===== src/verilog/spi_checker_consts.vh =====
// Constants of the serial command checker: frame layout, register addresses,
// field positions, reset values and timing.
// Assumes inclusion by bare name from the design files of this block.
`ifndef SPI_CHECKER_CONSTS_VH
`define SPI_CHECKER_CONSTS_VH

// ====================================================================
// Frame layout.
`define FRAME_BITS        32
`define ADDR_LSB          0
`define ADDR_MSB          6
`define RW_BIT            7
`define DATA_LSB          8
`define DATA_MSB          23

// ====================================================================
// Register addresses (7 bits).
`define ADDR_MODE_CTRL    7'h01
`define ADDR_WATCHDOG_CONTROL_REGISTER      7'h02
`define ADDR_BUS_CTRL     7'h04
`define ADDR_WAKE_CTRL    7'h05
`define ADDR_TIMER_CTRL   7'h07
`define ADDR_HS_CTRL      7'h08
`define ADDR_PIN_CFG      7'h09
`define ADDR_WAKE_STAT    7'h10
`define ADDR_DEV_STAT     7'h11

// ====================================================================
// Field positions and codes.
`define MODE_FLD_LSB      0
`define MODE_FLD_MSB      1
`define MODE_REQ_NORMAL   2'h0
`define MODE_REQ_SLEEP    2'h1
`define MODE_REQ_STOP     2'h2
`define MODE_REQ_RESET    2'h3
`define WAKE_TIMER_BIT    0
`define TIMER_PER_LSB     0
`define TIMER_PER_MSB     7
`define TIMER_ON_LSB      8
`define TIMER_ON_MSB      15
`define PIN_SYNC_BIT      2
`define DEV_SPI_FAIL_BIT  0
`define DEV_CRC_FAIL_BIT  1

// ====================================================================
// Reset values.
`define RST_CFG16         16'h0000
`define RST_HS4           4'h0
`define RST_WSTAT         8'h00

// ====================================================================
// Timing.
`define CLK_PERIOD_NS     10
`define RESTART_TIME_NS   1000
`define INT_LOW_TIME_NS   1000

`endif


===== src/verilog/frame_shifter.v =====
// Serial shift registers of one frame: input sampled on clock falls,
// output advanced after clock rises, least significant bit first.
// Assumes edge pulses come from synchronised pins on the same clock.
`include "spi_checker_consts.vh"
module frame_shifter #(
  parameter BITS = `FRAME_BITS
) (
  input  wire            clk_in,    // System clock.
  input  wire            rst_in,    // Asynchronous reset, active high.
  input  wire            start_in,  // Frame start pulse.
  input  wire            active_in, // Frame in progress.
  input  wire            rise_in,   // Serial clock rising edge pulse.
  input  wire            fall_in,   // Serial clock falling edge pulse.
  input  wire            sdi_in,    // Synchronised serial input.
  input  wire [BITS-1:0] load_in,   // Word to send in this frame.
  output reg  [BITS-1:0] rx_out,    // Received word.
  output reg  [5:0]      count_out, // Falling edges seen, saturating.
  output wire            sdo_out    // Current output bit.
);

  reg [BITS-1:0] tx; // Output shift register.

  // ====================================================================
  // Shift process.
  // A start reloads the output word and clears the bit count.
  always @(posedge clk_in or posedge rst_in) begin
    if (rst_in) begin
      rx_out    <= {BITS{1'b0}};
      tx        <= {BITS{1'b0}};
      count_out <= 6'h00;
    end else if (start_in) begin
      tx        <= load_in;
      count_out <= 6'h00;
    end else if (active_in) begin
      if (fall_in) begin
        rx_out <= {sdi_in, rx_out[BITS-1:1]};
        if (count_out != 6'h3F) begin
          count_out <= count_out + 6'h01;
        end
      end
      if (rise_in) begin
        tx <= {1'b0, tx[BITS-1:1]};
      end
    end
  end

  // Output bits come only from the output register, never from the input.
  assign sdo_out = tx[0];

endmodule // frame_shifter


===== config.mk =====
export PLATFORM = sky130hd
export DESIGN_NAME = frame_shifter
export DESIGN_NICKNAME = d
export VERILOG_FILES = /design/src/verilog/frame_shifter.v
export VERILOG_INCLUDE_DIRS = /design/src /design/src/verilog
export SDC_FILE = /design/constraint.sdc
export NUM_CORES = 1
export LEC_CHECK = 0
export ABC_AREA = 1
export BUFFER_PORTS_ARGS = -buffer_cell sky130_fd_sc_hd__buf_2
export CAP_MARGIN = 20
export CORE_MARGIN = 3
export CORE_UTILIZATION = 50
export DETAILED_ROUTE_END_ITERATION = 10
export PLACE_DENSITY = 0.76
export SLEW_MARGIN = 30
export SYNTH_ARGS = -nofsm -noshare
export SYNTH_HDL_FRONTEND = slang
export SYNTH_SLANG_ARGS = --single-unit

===== constraint.sdc =====
create_clock -name clk_in -period 2.2 [get_ports clk_in]
set_input_delay 0.11 -clock clk_in [delete_from_list [all_inputs] [get_ports clk_in]]
set_output_delay 0.11 -clock clk_in [all_outputs]
set_load 0.005 [all_outputs]

==> flow_summary.yaml <==
die:
  dieArea_um2: 6870
  io_pins: 78
  fp.dieH_um: 82.9
  rows: 27
  initial_core_util_pct: 52.7
  die_width_um: 82.9
  core_um2: 5610
worst_setup_path:
  worst_path_max_delay_cell: "dfrtp_1"
  cpMostUsedCell: "nand2_1"
  cp_data_required_time_ps: 2430
  path_class: "flip-flop to flip-flop"
  cp-start-kind: "flip-flop"
  cp_max_fo: 4
  critical-path-max-stage-delay_ps: 400
  critPathCaptureType: "flip-flop"
  cp.arrival_ps: 1630
  crit_chain: "ha_1 -> nand2_1 -> inv_1 -> nand3_1 -> nand2_1 -> nand2_2 -> nand2_1 -> nand2_1"
logic_synthesis:
  async_reset_ff_share_pct: 100
  synth_edf_count: 0
  avgSynthCellArea_um2: 8.99
  synth.top_cells.by_area: "dfrtp_1 59%, nand2_1 18%, o221ai_1 8.9%"
  synth.most_common_cell: "nand2_1"
  synth_common_cells: "141 x nand2_1, 70 x dfrtp_1, 43 x inv_1"
  synth_largest_area_cell: "dfrtp_1"
  syn_nets: 369
  netlist.area_leader.share_pct: 59.2
  netlist-cell-type-count: 20
  synth_ff_type: "dfrtp_1"
  yosysSeqAreaShare_pct: 59.2
  ys_seq_elements: 70
  synthCells: 329
  synthesis.area_um2: 2960
  yosys_warnings: 0
timing:
  slew_headroom_pct: 59.4
  final_max_slew_viol_count: 0
  setup-tns-final_ps: 0
  skew_ps: 6.36
  setup_viol: 0
  rsz0062_at_grt: "false"
  finalHoldViolations: 0
  fin_ws_ps: 794
  worst_pin_slew_ps: 608
  fin_crit_ps: 1410
  fmax_mhz: 711
  finalCritPeriodShare_pct: 63.9
clock_network:
  numCtsBuffers: 9
  cts.sinks: 70
  clk_pin_slew_ps: 70
  post_cts_buffers: 0
  cts_buffer_depth: 2
  insertion_delay_ps: 340
  root_buffer: "clkbuf_8"
  tritoncts: "built"
  h-tree-depth: 3
  cts_resized: 0
global_routing:
  antenna_found_initial: 0
  grt_pass1_wl_um: 11600
  grt.overflow.total: 0
  grt_max_degree: 34
  grtUsageTotal_pct: 20.8
  grt_pass1_vias: 2551
place:
  dp_hpwl_um: 4130
  place_ws_ps: 793
  dp_cells: 467
  port-buffer-count: 77
  gp_congestion: 0.891
detailed_routing:
  routedWlPerCell_um: 13.1
  drt_wl_total_um: 6710
  dr.pass1.iters: 4
  drc: 0
  ant_nets: 0
  dr.first_iter.drc_count: 134
  dr_total_vias: 2542
  vias_per_cell: 4.96
final_layout:
  fillers: 452
  n_antenna_cell: 0
  areaGrowthSynthToFinish_pct: 31.9
  nets: 478
  final_layout_size_suffix_gt1_share_pct: 23.6
  final_cell_count_no_fill: 513
outcome:
  status: "completed"
pwr:
  total_power_mw: 2.82
  vdd_drop_max_mv: 0.514
  power_density_nw_per_um2: 722
  power.leakage_nw: 2.19
worst_hold_path:
  hp-class: "input port to flip-flop"
job:
  drv_cap: 0
==> critical path, delay by kind of cell, from the launching register on <==
family	cells	cell delay (ps)
and+or+nand+nor	6	590
DFF	1	400
buffers and inverters	1	120
adders and majority gates	1	190
==> per-stage QoR <==
step / utilization [%] / instance area [µm²] / hold WS (ps)
global placement: 60.4 / 3390 / 164
CTS: 69.6 / 3900 / 1.27
global route: 69.6 / 3900 / 20.6
detailed placement: 60.4 / 3390 / 166
finish: 69.6 / 3900 / 15.8
floorplan: - / 2960 / 227
==> repair_timing <==
| item | 4_1_cts | 5_1_grt |
|---|---|---|
| endpoints found under the hold margin | 53 | 0 |
| hold buffers | 32 | 0 |
| endpoints found under the setup margin | 0 | 0 |
==> cells by family (layout without fill, tap and decap cells) <==
kind of cell / after synthesis / count (layout) / synth area share (%)
flops: 70 / 70 / 59.2
fa+ha+maj: 1 / 1 / 0.423
buf+inv: 61 / 173 / 8.59
compound gates: 37 / 37 / 10.4
simple gates: 160 / 160 / 21.4
==> flip-flops by register name, summed over array words and instances (netlist names) <==
register / cells
count_out: 6
tx: 32
rx_out: 32
==> layout by cell type (no fill, tap or decap) <==
cell / Yosys / layout
nor3_1: 2 / 2
nor2_4: 1 / 1
dlygate4sd3_1: 0 / 32
o21ai_2: 2 / 2
inv_4: 1 / 1
nand2_1: 141 / 141
buf_4: 0 / 5
inv_1: 43 / 42
nand2_2: 1 / 1
nand3_2: 1 / 1
nor2_1: 5 / 5
nand4_1: 1 / 1
dfrtp_1: 70 / 70
buf_2: 12 / 77
nand3_1: 8 / 8
o221ai_1: 30 / 30
inv_2: 1 / 2
clkbuf_8: 0 / 14
o211ai_1: 1 / 1
ha_1: 1 / 1
o21ai_0: 4 / 4
==> worst paths after layout <==
check	startpoint	to	slack, ps	cells after the start
setup / recovery	count_out[0]	count_out[3]	790	8
hold / removal	load_in[28]	tx[28]	20	3
setup reg to reg	count_out[0]	count_out[3]	790	8
hold reg to reg	rx_out[0]	rx_out[0]	470	2
max in group asynchronous	rst_in	tx[25]	1120	4
min in group asynchronous	rst_in	rx_out[30]	350	3
==> routing by layer <==
| metal | routed length (µm) | vias to the layer above | global-route usage (%) |
|---|---|---|---|
| met5 | 0 | - | 0 |
| met4 | 145 | 0 | 9.81 |
| met3 | 385 | 12 | 4.76 |
| met2 | 3160 | 74 | 32.7 |
| met1 | 3020 | 1191 | 27.2 |
| li1 | - | 1265 | - |
==> where the power goes <==
part           total [mW]  leakage, nW  switching, mW  internal (mW)
sequential           1.46        0.912         0.0560           1.40
combinational       0.373         1.18          0.200          0.173
clock               0.987        0.101          0.435          0.552
total                2.82         2.19          0.691           2.13
==> area by class of cell <==
class | instances | area, µm² | share of cell area, %
multi-input combinational | 198 | 952 | 24.4
timing repair buffer | 114 | 743 | 19.1
sequential | 70 | 1750 | 44.9
tap | 72 | 90.1 | 2.31
inverter | 45 | 171 | 4.39
clock buffer | 14 | 193 | 4.94
Note: power is estimated with default switching activity, not from simulation.
